File: config.mk
export PLATFORM = sky130hd
export DESIGN_NAME = wdc_watchdog_control
export DESIGN_NICKNAME = d
export VERILOG_FILES = /design/src/core/wdc_pkg.sv /design/src/core/wdc_prescaler.sv /design/src/core/wdc_watchdog_control.sv
export SDC_FILE = /design/constraint.sdc
export NUM_CORES = 1
export LEC_CHECK = 0
export BUFFER_PORTS_ARGS = -buffer_cell sky130_fd_sc_hd__buf_2
export CORE_ASPECT_RATIO = 0.9
export CORE_MARGIN = 2
export CORE_UTILIZATION = 31
export DETAILED_ROUTE_END_ITERATION = 10
export PLACE_DENSITY_LB_ADDON = 0.1
export SLEW_MARGIN = 20
export SYNTH_ARGS = -nofsm -noshare
export SYNTH_HDL_FRONTEND = slang
export SYNTH_HIERARCHICAL = 1
export SYNTH_SLANG_ARGS = --single-unit
File: constraint.sdc
create_clock -name i_ref_clk -period 3.3 [get_ports i_ref_clk]
set_input_delay 0 -clock i_ref_clk [delete_from_list [all_inputs] [get_ports i_ref_clk]]
set_output_delay 0 -clock i_ref_clk [all_outputs]
set_load 0.005 [all_outputs]
File: src/core/wdc_pkg.sv
package wdc_pkg;

   // Register indices; the byte address on the bus is four times the index.
   localparam logic [9:0]  CTRL_IDX       = 10'h0aa;
   localparam logic [9:0]  UNLOCK_IDX     = 10'h0c7;
   localparam logic [9:0]  IRQ_STAT_IDX   = 10'h0f0;
   localparam logic [9:0]  IRQ_EN_IDX     = 10'h0f1;
   localparam logic [9:0]  IRQ_CLR_IDX    = 10'h0f2;
   localparam logic [9:0]  COUNT_IDX      = 10'h0f3;
   localparam logic [11:0] CTRL_ADDR      = {CTRL_IDX, 2'b00};
   localparam logic [11:0] UNLOCK_ADDR    = {UNLOCK_IDX, 2'b00};
   localparam logic [11:0] IRQ_STAT_ADDR  = {IRQ_STAT_IDX, 2'b00};
   localparam logic [11:0] IRQ_EN_ADDR    = {IRQ_EN_IDX, 2'b00};
   localparam logic [11:0] IRQ_CLR_ADDR   = {IRQ_CLR_IDX, 2'b00};
   localparam logic [11:0] COUNT_ADDR     = {COUNT_IDX, 2'b00};

   // Field positions of the watchdog control register.
   localparam int          RUN_BIT        = 7;
   localparam int          CLR_BIT        = 6;
   localparam int          TOF_BIT        = 5;
   localparam int          LPR_BIT        = 4;
   localparam int          RCF_BIT        = 3;
   localparam int          PS_MSB         = 2;
   localparam int          PS_LSB         = 0;

   // Reset values.
   localparam logic [2:0]  PS_POR         = 3'h7;
   localparam logic [3:0]  NV_GP_TIMER    = 4'hf;
   localparam logic [1:0]  IRQ_EN_RST     = 2'h0;

   // Interrupt status layout.
   localparam int          IRQ_TIMEOUT    = 0;
   localparam int          IRQ_CLR_DONE   = 1;
   localparam int          IRQ_W          = 2;

   // Timed-access unlock keys and the length of the open window in cycles.
   localparam logic [7:0]  UNLOCK_KEY1    = 8'haa;
   localparam logic [7:0]  UNLOCK_KEY2    = 8'h55;
   localparam logic [3:0]  UNLOCK_WIN_CYC = 4'h8;

   // Watchdog counter width.
   localparam int          COUNT_W        = 6;

   typedef enum logic [2:0] {
      UNL_LOCKED = 3'b001,
      UNL_ARMED  = 3'b010,
      UNL_OPEN   = 3'b100
   } wdc_unlock_e;

endpackage : wdc_pkg

File: src/core/wdc_prescaler.sv
module wdc_prescaler (
   input  wire logic       i_ref_clk,
   input  wire logic       i_reset,
   input  wire logic       i_clk_en,
   input  wire logic       i_enable,
   input  wire logic       i_restart,
   input  wire logic [2:0] i_select,
   output logic            o_tick
);

   logic [7:0] div_last;
   logic [7:0] cnt_q;
   logic [7:0] cnt_d;

   // Division ratios rise monotonically from 1 to 256 over the eight codes.
   always_comb begin
      case (i_select)
         3'h0:    div_last = 8'h00;
         3'h1:    div_last = 8'h03;
         3'h2:    div_last = 8'h07;
         3'h3:    div_last = 8'h0f;
         3'h4:    div_last = 8'h1f;
         3'h5:    div_last = 8'h3f;
         3'h6:    div_last = 8'h7f;
         default: div_last = 8'hff;
      endcase
   end

   // A tick marks the last input cycle of each divided period.
   assign o_tick = i_enable && !i_restart && (cnt_q >= div_last);

   // The divider holds while disabled and restarts on a counter clear.
   always_comb begin
      cnt_d = cnt_q;
      if (i_restart || o_tick) begin
         cnt_d = 8'h00;
      end else if (i_enable) begin
         cnt_d = cnt_q + 8'h01;
      end
   end

   // Divider register.
   always_ff @(posedge i_ref_clk) begin
      if (i_reset) begin
         cnt_q <= 8'h00;
      end else if (i_clk_en) begin
         cnt_q <= cnt_d;
      end
   end

endmodule : wdc_prescaler

File: src/core/wdc_watchdog_control.sv
// Overview of operation
// - With enable field all ones, run bit starts or stops the general-purpose counter.
// - Writing one to clear bit zeroes the counter; writing zero does nothing.
// - Clear bit reads one until the requested counter clear has completed.
// - Counter overflow sets the timeout flag; software, power-on, watchdog and other resets clear it.
// - In timer use, low-power run bit keeps counter running in idle or power-down.
// - A watchdog timeout reset sets the reset cause flag; software may clear it.
// - Reset cause flag: cleared by power-on, set by watchdog reset, else kept.
// - Three-bit prescale field selects watchdog clock division from 1 to 256.
// - Power-on sets prescale bits to ones; other resets keep them.
// - Control register writes are ignored unless the timed-access unlock preceded them.
//
// The APB interface to the registers was chosen for this implementation.
module wdc_watchdog_control (
   input  wire logic        i_ref_clk,
   input  wire logic        i_reset,
   input  wire logic        i_clk_en,
   input  wire logic        i_wdt_reset,
   input  wire logic        i_other_reset,
   input  wire logic        i_lowpower,
   input  wire logic [3:0]  i_nv_enable_field,
   input  wire logic        i_psel,
   input  wire logic        i_penable,
   input  wire logic        i_pwrite,
   input  wire logic [11:0] i_paddr,
   input  wire logic [31:0] i_pwdata,
   output logic [31:0]      o_prdata,
   output logic             o_pready,
   output logic             o_pslverr,
   output logic             o_irq,
   output logic             o_wd_reset_req
);

   // Control register fields.
   logic                        wd_run_q;
   logic                        wd_run_d;
   logic                        wd_count_clear_q;
   logic                        wd_count_clear_d;
   logic                        wd_timeout_flag_q;
   logic                        wd_timeout_flag_d;
   logic                        wd_lowpower_run_q;
   logic                        wd_lowpower_run_d;
   logic                        wd_reset_cause_flag_q;
   logic                        wd_reset_cause_flag_d;
   logic [2:0]                  wd_prescale_select_q;
   logic [2:0]                  wd_prescale_select_d;

   // Counter, unlock sequencer, interrupt and bus state.
   logic [wdc_pkg::COUNT_W-1:0] count_q;
   logic [wdc_pkg::COUNT_W-1:0] count_d;
   wdc_pkg::wdc_unlock_e        unl_q;
   wdc_pkg::wdc_unlock_e        unl_d;
   logic [3:0]                  win_q;
   logic [3:0]                  win_d;
   logic [wdc_pkg::IRQ_W-1:0]   irq_stat_q;
   logic [wdc_pkg::IRQ_W-1:0]   irq_stat_d;
   logic [wdc_pkg::IRQ_W-1:0]   irq_en_q;
   logic [wdc_pkg::IRQ_W-1:0]   irq_en_d;
   logic [31:0]                 prdata_q;
   logic [31:0]                 prdata_d;
   logic                        rst_req_q;
   logic                        rst_req_d;

   logic                        any_reset;
   logic                        gp_mode;
   logic                        count_run;
   logic                        tick;
   logic                        overflow;
   logic                        addr_ok;
   logic                        wr_acc;
   logic                        ctrl_wr;
   logic [7:0]                  ctrl_rd;

   // A watchdog or other reset counts as a non-power-on reset source.
   assign any_reset = i_wdt_reset || i_other_reset;

   // General-purpose timer use only when every enable bit is one.
   assign gp_mode = (i_nv_enable_field == wdc_pkg::NV_GP_TIMER);

   // In watchdog use the counter always runs; in timer use the run bit gates it.
   assign count_run = gp_mode ? (wd_run_q && (!i_lowpower || wd_lowpower_run_q))
                              : 1'b1;

   // Overflow when the counter wraps on a prescaled tick.
   assign overflow = tick && (&count_q) && !wd_count_clear_q;

   // Bus decode; the slave never inserts wait states except while frozen.
   always_comb begin
      case (i_paddr)
         wdc_pkg::CTRL_ADDR,
         wdc_pkg::UNLOCK_ADDR,
         wdc_pkg::IRQ_STAT_ADDR,
         wdc_pkg::IRQ_EN_ADDR,
         wdc_pkg::IRQ_CLR_ADDR,
         wdc_pkg::COUNT_ADDR: addr_ok = 1'b1;
         default:             addr_ok = 1'b0;
      endcase
   end

   assign o_pready  = i_clk_en;
   assign o_pslverr = i_psel && i_penable && !addr_ok;
   assign wr_acc    = i_psel && i_penable && i_pwrite && i_clk_en;
   assign ctrl_wr   = wr_acc && (i_paddr == wdc_pkg::CTRL_ADDR)
                      && (unl_q == wdc_pkg::UNL_OPEN);

   // Read view of the control register; the clear bit shows a pending clear.
   assign ctrl_rd = {wd_run_q, wd_count_clear_q, wd_timeout_flag_q, wd_lowpower_run_q,
                     wd_reset_cause_flag_q, wd_prescale_select_q};

   wdc_prescaler u_prescaler (
      .i_ref_clk (i_ref_clk),
      .i_reset   (i_reset),
      .i_clk_en  (i_clk_en),
      .i_enable  (count_run),
      .i_restart (wd_count_clear_q || any_reset),
      .i_select  (wd_prescale_select_q),
      .o_tick    (tick)
   );

   // Timed-access sequencer: key one, then key two, opens a short write window.
   always_comb begin
      unl_d = unl_q;
      win_d = win_q;
      case (unl_q)
         wdc_pkg::UNL_LOCKED: begin
            if (wr_acc && i_paddr == wdc_pkg::UNLOCK_ADDR
                && i_pwdata[7:0] == wdc_pkg::UNLOCK_KEY1) begin
               unl_d = wdc_pkg::UNL_ARMED;
            end
         end
         wdc_pkg::UNL_ARMED: begin
            if (wr_acc) begin
               if (i_paddr == wdc_pkg::UNLOCK_ADDR && i_pwdata[7:0] == wdc_pkg::UNLOCK_KEY2) begin
                  unl_d = wdc_pkg::UNL_OPEN;
                  win_d = wdc_pkg::UNLOCK_WIN_CYC;
               end else begin
                  unl_d = wdc_pkg::UNL_LOCKED;
               end
            end
         end
         wdc_pkg::UNL_OPEN: begin
            win_d = win_q - 4'h1;
            if (ctrl_wr || win_q == 4'h1) begin
               unl_d = wdc_pkg::UNL_LOCKED;
               win_d = 4'h0;
            end
         end
         default: begin
            unl_d = wdc_pkg::UNL_LOCKED;
            win_d = 4'h0;
         end
      endcase
      if (any_reset) begin
         unl_d = wdc_pkg::UNL_LOCKED;
         win_d = 4'h0;
      end
   end

   // Control fields: software writes, hardware events, then reset sources.
   always_comb begin
      wd_run_d              = wd_run_q;
      wd_count_clear_d      = 1'b0;
      wd_timeout_flag_d     = wd_timeout_flag_q;
      wd_lowpower_run_d     = wd_lowpower_run_q;
      wd_reset_cause_flag_d = wd_reset_cause_flag_q;
      wd_prescale_select_d  = wd_prescale_select_q;
      if (ctrl_wr) begin
         wd_run_d              = i_pwdata[wdc_pkg::RUN_BIT];
         wd_count_clear_d      = i_pwdata[wdc_pkg::CLR_BIT];
         wd_timeout_flag_d     = i_pwdata[wdc_pkg::TOF_BIT];
         wd_lowpower_run_d     = i_pwdata[wdc_pkg::LPR_BIT];
         wd_reset_cause_flag_d = i_pwdata[wdc_pkg::RCF_BIT];
         wd_prescale_select_d  = i_pwdata[wdc_pkg::PS_MSB:wdc_pkg::PS_LSB];
      end
      // A write while a clear is pending and the counter is stopped takes the written clear bit.
      if (ctrl_wr && wd_count_clear_q && !count_run) begin
         wd_count_clear_d = i_pwdata[wdc_pkg::CLR_BIT];
      end
      if (overflow) begin
         wd_timeout_flag_d = 1'b1;
      end
      if (any_reset) begin
         wd_run_d          = 1'b0;
         wd_count_clear_d  = 1'b0;
         wd_timeout_flag_d = 1'b0;
         wd_lowpower_run_d = 1'b0;
      end
      if (i_wdt_reset) begin
         wd_reset_cause_flag_d = 1'b1;
      end
   end

   // Counter: a pending clear zeroes it, otherwise it advances on each tick.
   always_comb begin
      count_d   = count_q;
      rst_req_d = 1'b0;
      if (wd_count_clear_q || any_reset) begin
         count_d = '0;
      end else if (tick) begin
         count_d = count_q + 1'b1;
         rst_req_d = overflow && !gp_mode;
      end
   end

   // Sticky interrupt status; a new event wins over a clear in the same cycle.
   always_comb begin
      irq_stat_d = irq_stat_q;
      irq_en_d   = irq_en_q;
      if (wr_acc && i_paddr == wdc_pkg::IRQ_CLR_ADDR) begin
         irq_stat_d = irq_stat_q & ~i_pwdata[wdc_pkg::IRQ_W-1:0];
      end
      if (wr_acc && i_paddr == wdc_pkg::IRQ_EN_ADDR) begin
         irq_en_d = i_pwdata[wdc_pkg::IRQ_W-1:0];
      end
      irq_stat_d[wdc_pkg::IRQ_TIMEOUT]  = irq_stat_d[wdc_pkg::IRQ_TIMEOUT] || overflow;
      irq_stat_d[wdc_pkg::IRQ_CLR_DONE] = irq_stat_d[wdc_pkg::IRQ_CLR_DONE] || wd_count_clear_q;
   end

   assign o_irq          = |(irq_stat_q & irq_en_q);
   assign o_wd_reset_req = rst_req_q;

   // Read data is captured in the setup cycle and held through the access.
   always_comb begin
      prdata_d = prdata_q;
      if (i_psel && !i_penable && !i_pwrite) begin
         case (i_paddr)
            wdc_pkg::CTRL_ADDR:     prdata_d = {24'h000000, ctrl_rd};
            wdc_pkg::IRQ_STAT_ADDR: prdata_d = {30'h00000000, irq_stat_q};
            wdc_pkg::IRQ_EN_ADDR:   prdata_d = {30'h00000000, irq_en_q};
            wdc_pkg::COUNT_ADDR:    prdata_d = {26'h0000000, count_q};
            wdc_pkg::UNLOCK_ADDR:   prdata_d = {29'h00000000, unl_q};
            default:                prdata_d = 32'h00000000;
         endcase
      end
   end

   assign o_prdata = prdata_q;

   // State registers; the synchronous reset is the power-on reset.
   always_ff @(posedge i_ref_clk) begin
      if (i_reset) begin
         wd_run_q              <= 1'b0;
         wd_count_clear_q      <= 1'b0;
         wd_timeout_flag_q     <= 1'b0;
         wd_lowpower_run_q     <= 1'b0;
         wd_reset_cause_flag_q <= 1'b0;
         wd_prescale_select_q  <= wdc_pkg::PS_POR;
         count_q               <= '0;
         unl_q                 <= wdc_pkg::UNL_LOCKED;
         win_q                 <= 4'h0;
         irq_stat_q            <= '0;
         irq_en_q              <= wdc_pkg::IRQ_EN_RST;
         prdata_q              <= 32'h00000000;
         rst_req_q             <= 1'b0;
      end else if (i_clk_en) begin
         wd_run_q              <= wd_run_d;
         wd_count_clear_q      <= wd_count_clear_d;
         wd_timeout_flag_q     <= wd_timeout_flag_d;
         wd_lowpower_run_q     <= wd_lowpower_run_d;
         wd_reset_cause_flag_q <= wd_reset_cause_flag_d;
         wd_prescale_select_q  <= wd_prescale_select_d;
         count_q               <= count_d;
         unl_q                 <= unl_d;
         win_q                 <= win_d;
         irq_stat_q            <= irq_stat_d;
         irq_en_q              <= irq_en_d;
         prdata_q              <= prdata_d;
         rst_req_q             <= rst_req_d;
      end
   end

endmodule : wdc_watchdog_control

* Yosys cells after proc, flatten, opt, wreduce, memory -nomap -nowiden
Index checks and enable logic that the tools add are counted.
** Word-level totals
- Register bits after elaboration :: 66
- Input bits :: 57
- Output and inout port bits :: 36
- Word-level logic and storage cells :: 134
** Cells by class
- Add/sub/neg operators :: 3
- Order comparisons :: 1
- Equal/unequal tests :: 24
- Muxes and demuxes :: 34
- Bitwise operators :: 3
- Reductions and logical operators :: 55
** Operators with widths (count)
- equality test 12 x 10 -> 1 bit (second input constant) :: 6
- case mux 8 bit (7 select lines) :: 1
- case mux 8 bit (5 select lines) :: 1
- logical AND 1 bit :: 21
- two-way mux 1 bit :: 16
- two-way mux 4 bit :: 4
- two-way mux 8 bit :: 2
- AND reduction 2 bit :: 8
- two-way mux 3 bit :: 5
- equality test 3 bit (second input constant) :: 4
- two-way mux 6 bit :: 2
- case mux 4 bit (3 select lines) :: 1
- equality test 3 x 2 -> 1 bit (second input constant) :: 3
- != test 3 bit (second input constant) :: 3
- case mux 3 bit (3 select lines) :: 1
- adder 8 x 1 -> 8 bit (second input constant) :: 1
- equality test 8 x 7 -> 1 bit (second input constant) :: 1
- equality test 8 bit (second input constant) :: 1
- >= comparator 8 bit :: 1
- zero test 1 bit :: 8
- AND reduction 4 bit :: 2
- nonzero test 2 bit :: 4
- logical OR 1 bit :: 7
- adder 6 x 1 -> 6 bit (second input constant) :: 1
- 14 further kinds :: 16

* Depth between registers and ports, before layout
- Depth after elaboration :: 11
- Gate-level depth with buffers :: 10
- Mapped depth without buffers :: 10

* By module
Netlist, hierarchy kept.
** Modules (own cells, without submodules)
- wdc_watchdog_control :: times used 1, cells an instance 252, area each 2109.5 um^2, sequential area each 680.7 um^2
- wdc_prescaler :: times used 1, cells an instance 71, area each 624.3 um^2, sequential area each 160.2 um^2

* Worst setup path before layout
Ideal clock, no wire load.
- Path kind :: reg-to-reg
- Start :: reg wd_prescale_select_q[0]
- End :: reg count_q[3] (netlist bit)
- Library setup time :: 0.133 ns
- Data arrival time :: 2.254 ns
- Data required time :: 3.167 ns
- Path slack :: 0.913 ns
- Cell stages (with the launch flop) :: 11
- Path buffers :: 0
- Clock period less this slack :: 2.387 ns
- Path through :: dfxtp_1 > or3_1 > ha_1 > nand2b_1 > a2111o_1 > a31o_1 > nor2_1 > nor2_1 > nand4_1 > xor2_1 > nor2_1
** Between the ends
- Word-level cells in the longest chain between the ends :: 6
- Elaborated cells between the ends (all ways) :: 12
- Classes of those cells :: order compare: 1; eq/ne: 6; mux: 1; reduce/logical: 4
** RTL lines
- start, declared :: RTL line wdc_watchdog_control.sv:45 : logic [2:0] wd_prescale_select_q;
- start signal, assigned :: RTL line wdc_watchdog_control.sv:247 : wd_prescale_select_q <= wdc_pkg::PS_POR;
- start signal, assigned :: RTL line wdc_watchdog_control.sv:261 : wd_prescale_select_q <= wd_prescale_select_d;
- equality test 3 bit, or another cell as far along :: RTL line wdc_prescaler.sv:17 : case (i_select)
- case mux 8 bit (7 select lines) (*) :: RTL line wdc_prescaler.sv:17
- >= comparator 8 bit (*) :: RTL line wdc_prescaler.sv:30 : assign o_tick = i_enable && !i_restart && (cnt_q >= div_last);
- logical AND 1 bit (*) :: RTL line wdc_prescaler.sv:30
- net tick :: RTL line wdc_watchdog_control.sv:67 : logic tick;
- nonzero test 2 bit (no source line) (*)
- AND reduction 2 bit (no source line) (*)
- end signal, assigned :: RTL line wdc_watchdog_control.sv:262 : count_q <= count_d;
- end, declared :: RTL line wdc_watchdog_control.sv:49 : logic [wdc_pkg::COUNT_W-1:0] count_q;
Mark *: on every way through the listed nets, which the timed path passes. The rest lies on a longest branch.
A chain may end at the register's enable or synchronous reset.

* Worst setup path in the final report
- Start :: reg wd_prescale_select_q[2]
- End :: reg wd_timeout_flag_q
** Between the ends
- Word-level cells in the longest chain between the ends :: 8
- Elaborated cells between the ends (all ways) :: 16
- Classes of those cells :: order compare: 1; eq/ne: 6; mux: 3; reduce/logical: 6
** RTL lines
- equality test 3 bit, or another cell as far along :: RTL line wdc_prescaler.sv:17
- case mux 8 bit (7 select lines) (*) :: RTL line wdc_prescaler.sv:17
- >= comparator 8 bit (*) :: RTL line wdc_prescaler.sv:30
- logical AND 1 bit (*) :: RTL line wdc_prescaler.sv:30
- net tick :: RTL line wdc_watchdog_control.sv:67
- logical AND 1 bit (*) (2 in a row) :: RTL line wdc_watchdog_control.sv:85 : assign overflow = tick && (&count_q) && !wd_count_clear_q;
- nonzero test 3 bit (no source line) / two-way mux 1 bit (equally long branches)
- AND reduction 2 bit (no source line) / two-way mux 1 bit (equally long branches)
- end signal, assigned :: RTL line wdc_watchdog_control.sv:258 : wd_timeout_flag_q <= wd_timeout_flag_d;
- end, declared :: RTL line wdc_watchdog_control.sv:39 : logic wd_timeout_flag_q;
Marked as above.

==> flow_metrics.tcl <==
set metrics [dict create \
    rsz0062_at_grt "no" \
    r2r_cells 9 \
    cts.htree.levels 2 \
    synth_cell_types 70 \
    place.gp.congestion 0.789 \
    hold_slack_ps 59.5 \
    r2r_setup_slack_ps 550 \
    drc 0 \
    worstSetupEndpoint "wd_timeout_flag_q" \
    synth.top_cell.area_share_pct 30.8 \
    num_rows 32 \
    p_leak_nw 1.24 \
    synth_area_sq_um 2730 \
    hold_class "input port to register" \
    mostFrequentLayoutCell "buf_2" \
    post-route-cell-area_sq_um 3110 \
    tritoncts "done" \
    start_util_pct 31.9 \
    drive_gt1_share_pct 21.5 \
    slew_violations 0 \
    grt_pass1_vias 2316 \
    syn_inst 323 \
    setup-tns-final_ps 0 \
    ctsRootBufferMaster "clkbuf_8" \
    maxCapViolations 0 \
    crit_start "wd_prescale_select_q[2]" \
    yosys-top-cells-area "dfxtp_1 31%, buf_4 6.9%, ha_1 5.5%" \
    grt-ovfl-total 0 \
    drt.antenna.violating_nets 0 \
    grt.total_usage_pct 16.0 \
    routedLengthMet1_um 3730 \
    tightest_slew_ps 706 \
    end_kind "register" \
    synth_flop_cell "dfxtp_1" \
    first_iter_violations 78 \
    fp.dieArea_sq_um 9590 \
    wire_per_inst_um 14.7 \
    hold_viol_final 0 \
    firstDrtPassIters 4 \
    nets 440 \
    skew_ps 6.73 \
    area_growth_pct 13.6 \
    coreArea_sq_um 8570 \
    viasPerCell 4.94 \
    stdcell_count 491 \
    criticalPathCategory "register to register" \
    fmax_ghz 0.363 \
    cts-resized-gates 0 \
    setup_viol_count_final 0 \
    grt_max_degree 22 \
    yosys.area.top_type "dfxtp_1" \
    p_per_area_nw_per_um2 317 \
    drt-total-wl_um 7200 \
    wl_met2_um 2960 \
    pre_cts_ws_ps 610 \
    startpoint_type "register" \
    die_w_um 103 \
    cp.arrival_ps 2950 \
    cp.required_ps 3500 \
    grt_pass1_wl_um 11900 \
    cts_setup_buffers 0 \
    clkTransAtPathRegs_ps 90 \
    critPathMaxFanout 9 \
    reg2reg_to "wd_timeout_flag_q" \
    post-route-period-util_pct 83.4 \
    ys_async_sr_fraction_pct 0 \
    dp_hpwl_um 5620 \
    ioPinCount 93 \
    wl_met3_um 443 \
    io_buffers 44 \
    mostFrequentLayoutCells "44 x buf_2, 42 x dfxtp_1, 33 x nor2_1" \
    ys_warn_count 6 \
    fp.dieH_um 93.1 \
    clk_path_buf_depth 2 \
    worstSkewPairLatency_ps 300 \
    synth-seq-cells 42 \
    place_inst 477 \
    dpl-instance-area_sq_um 2950 \
    setup_ws_ps 548 \
    reg2reg_from "wd_prescale_select_q[2]" \
    top_layer_used "met4" \
    numCtsBuffers 5 \
    fin_crit_ps 2750 \
    status "finished, final reports clean" \
    fillers 940 \
    antenna_found_initial 0 \
    vias 2426 \
    antenna_cells 0 \
    peakVddDrop_uv 135 \
    yosysSeqAreaShare_pct 30.8 \
    clock-sinks 42 \
    synth.avg_cell_area_sq_um 8.46 \
    relSlewSlack_pct 52.6 \
    synth-edff-count 0 \
]
-- layer usage --
layer / up-vias / GRT usage, %
met4: 0 / 4.28
met5: - / 0
met2: 77 / 23.9
li1: 1222 / -
met3: 7 / 2.77
met1: 1120 / 23.5
-- area by class of cell --
type	instances	area (sq um)	area share, %
timing repair buffer	52	295	9.51
inverter	10	37.5	1.21
multi-input combinational	260	1690	54.4
tap	119	149	4.79
sequential	42	841	27.1
clock inverter	2	12.5	0.403
clock buffer	6	82.6	2.66
-- logic make-up (layout without fill, tap and decap cells) --
| kind of cell | Yosys count | after routing | synth area share, % |
|---|---|---|---|
| adder cells (fa/ha/maj) | 12 | 12 | 5.49 |
| multiplexers | 9 | 9 | 3.34 |
| flip-flops | 42 | 42 | 30.8 |
| buffers and inverters | 44 | 70 | 10.7 |
| XOR/XNOR | 9 | 9 | 2.88 |
| other | 1 | 24 | 0.137 |
| AND/OR/NAND/NOR | 139 | 139 | 28.7 |
| AO/OA/AOI/OAI | 67 | 67 | 18.1 |
-- per-stage QoR --
stage	total power, W	util, %
after detailed placement	0.000635	34.4
after floorplan	0.000605	-
final	0.000986	36.2
after CTS	0.00100	36.2
after global routing	0.00103	36.2
after global placement	0.000634	34.4
-- flip-flops by register name, summed over array words and instances, names as in the netlist --
name / flops
o_prdata: 8
wd_prescale_select_q: 3
count_q: 6
irq_en_q: 2
win_q: 4
wd_count_clear_q: 1
wd_reset_cause_flag_q: 1
wd_lowpower_run_q: 1
wd_timeout_flag_q: 1
unl_q: 3
u_prescaler/cnt_q: 8
o_wd_reset_req: 1
irq_stat_q: 2
wd_run_q: 1
-- worst min-delay path by stage --
stage	from	end	slack, ps	depth (start not counted)
finish	i_reset	irq_en_q[0]	60	2
CTS	i_reset	irq_en_q[0]	50	2
floorplan	i_clk_en	o_pready	80	1
detailed placement	i_pwdata[2]	wd_prescale_select_q[2]	280	3
global route	i_reset	irq_en_q[0]	90	2
global placement	i_pwdata[2]	wd_prescale_select_q[2]	280	3
-- worst max-delay path, stage by stage (launching register included) --
cell and delay [ps]:
dfxtp_1 510, nand3_1 130, ha_1 350, nand3_1 90, a31oi_1 360, a31o_1 250, nand2_1 110, nor3_1 580
nand3b_1 210, a21oi_2 50
-- cells in the mapped netlist, types with 2 or more instances --
cell and n:
a21o_1 2, nor2_2 2, a22oi_1 5, mux2i_1 8, nand4_1 11, nor3_1 7, ha_1 12, inv_1 9
a21oi_2 2, buf_6 2, a31oi_1 3, and4_1 4, dfxtp_1 42, nor3_2 5, nand3_1 17, clkbuf_1 4
nand2b_1 5, a21oi_1 22, nor3b_1 4, buf_4 25, nor2b_1 2, nor2_1 33, o21ai_0 11, nand2_1 25
nand3b_1 3, and3_1 2, xor2_1 8, nand4b_1 3, nor4bb_1 2, or3_1 2, o21ai_1 2
-- report_power, final --
part	internal, W	switching [W]
registers	0.000510	0.00000400
clock network	0.000168	0.000189
logic	0.0000436	0.0000702
-- repair_timing --
action / 4_1_cts / 5_1_grt
setup endpoints to repair: 0 / 0
hold buffers: 6 / 0
endpoints found under the hold margin: 6 / 0
(Power assumes the default switching activity.)
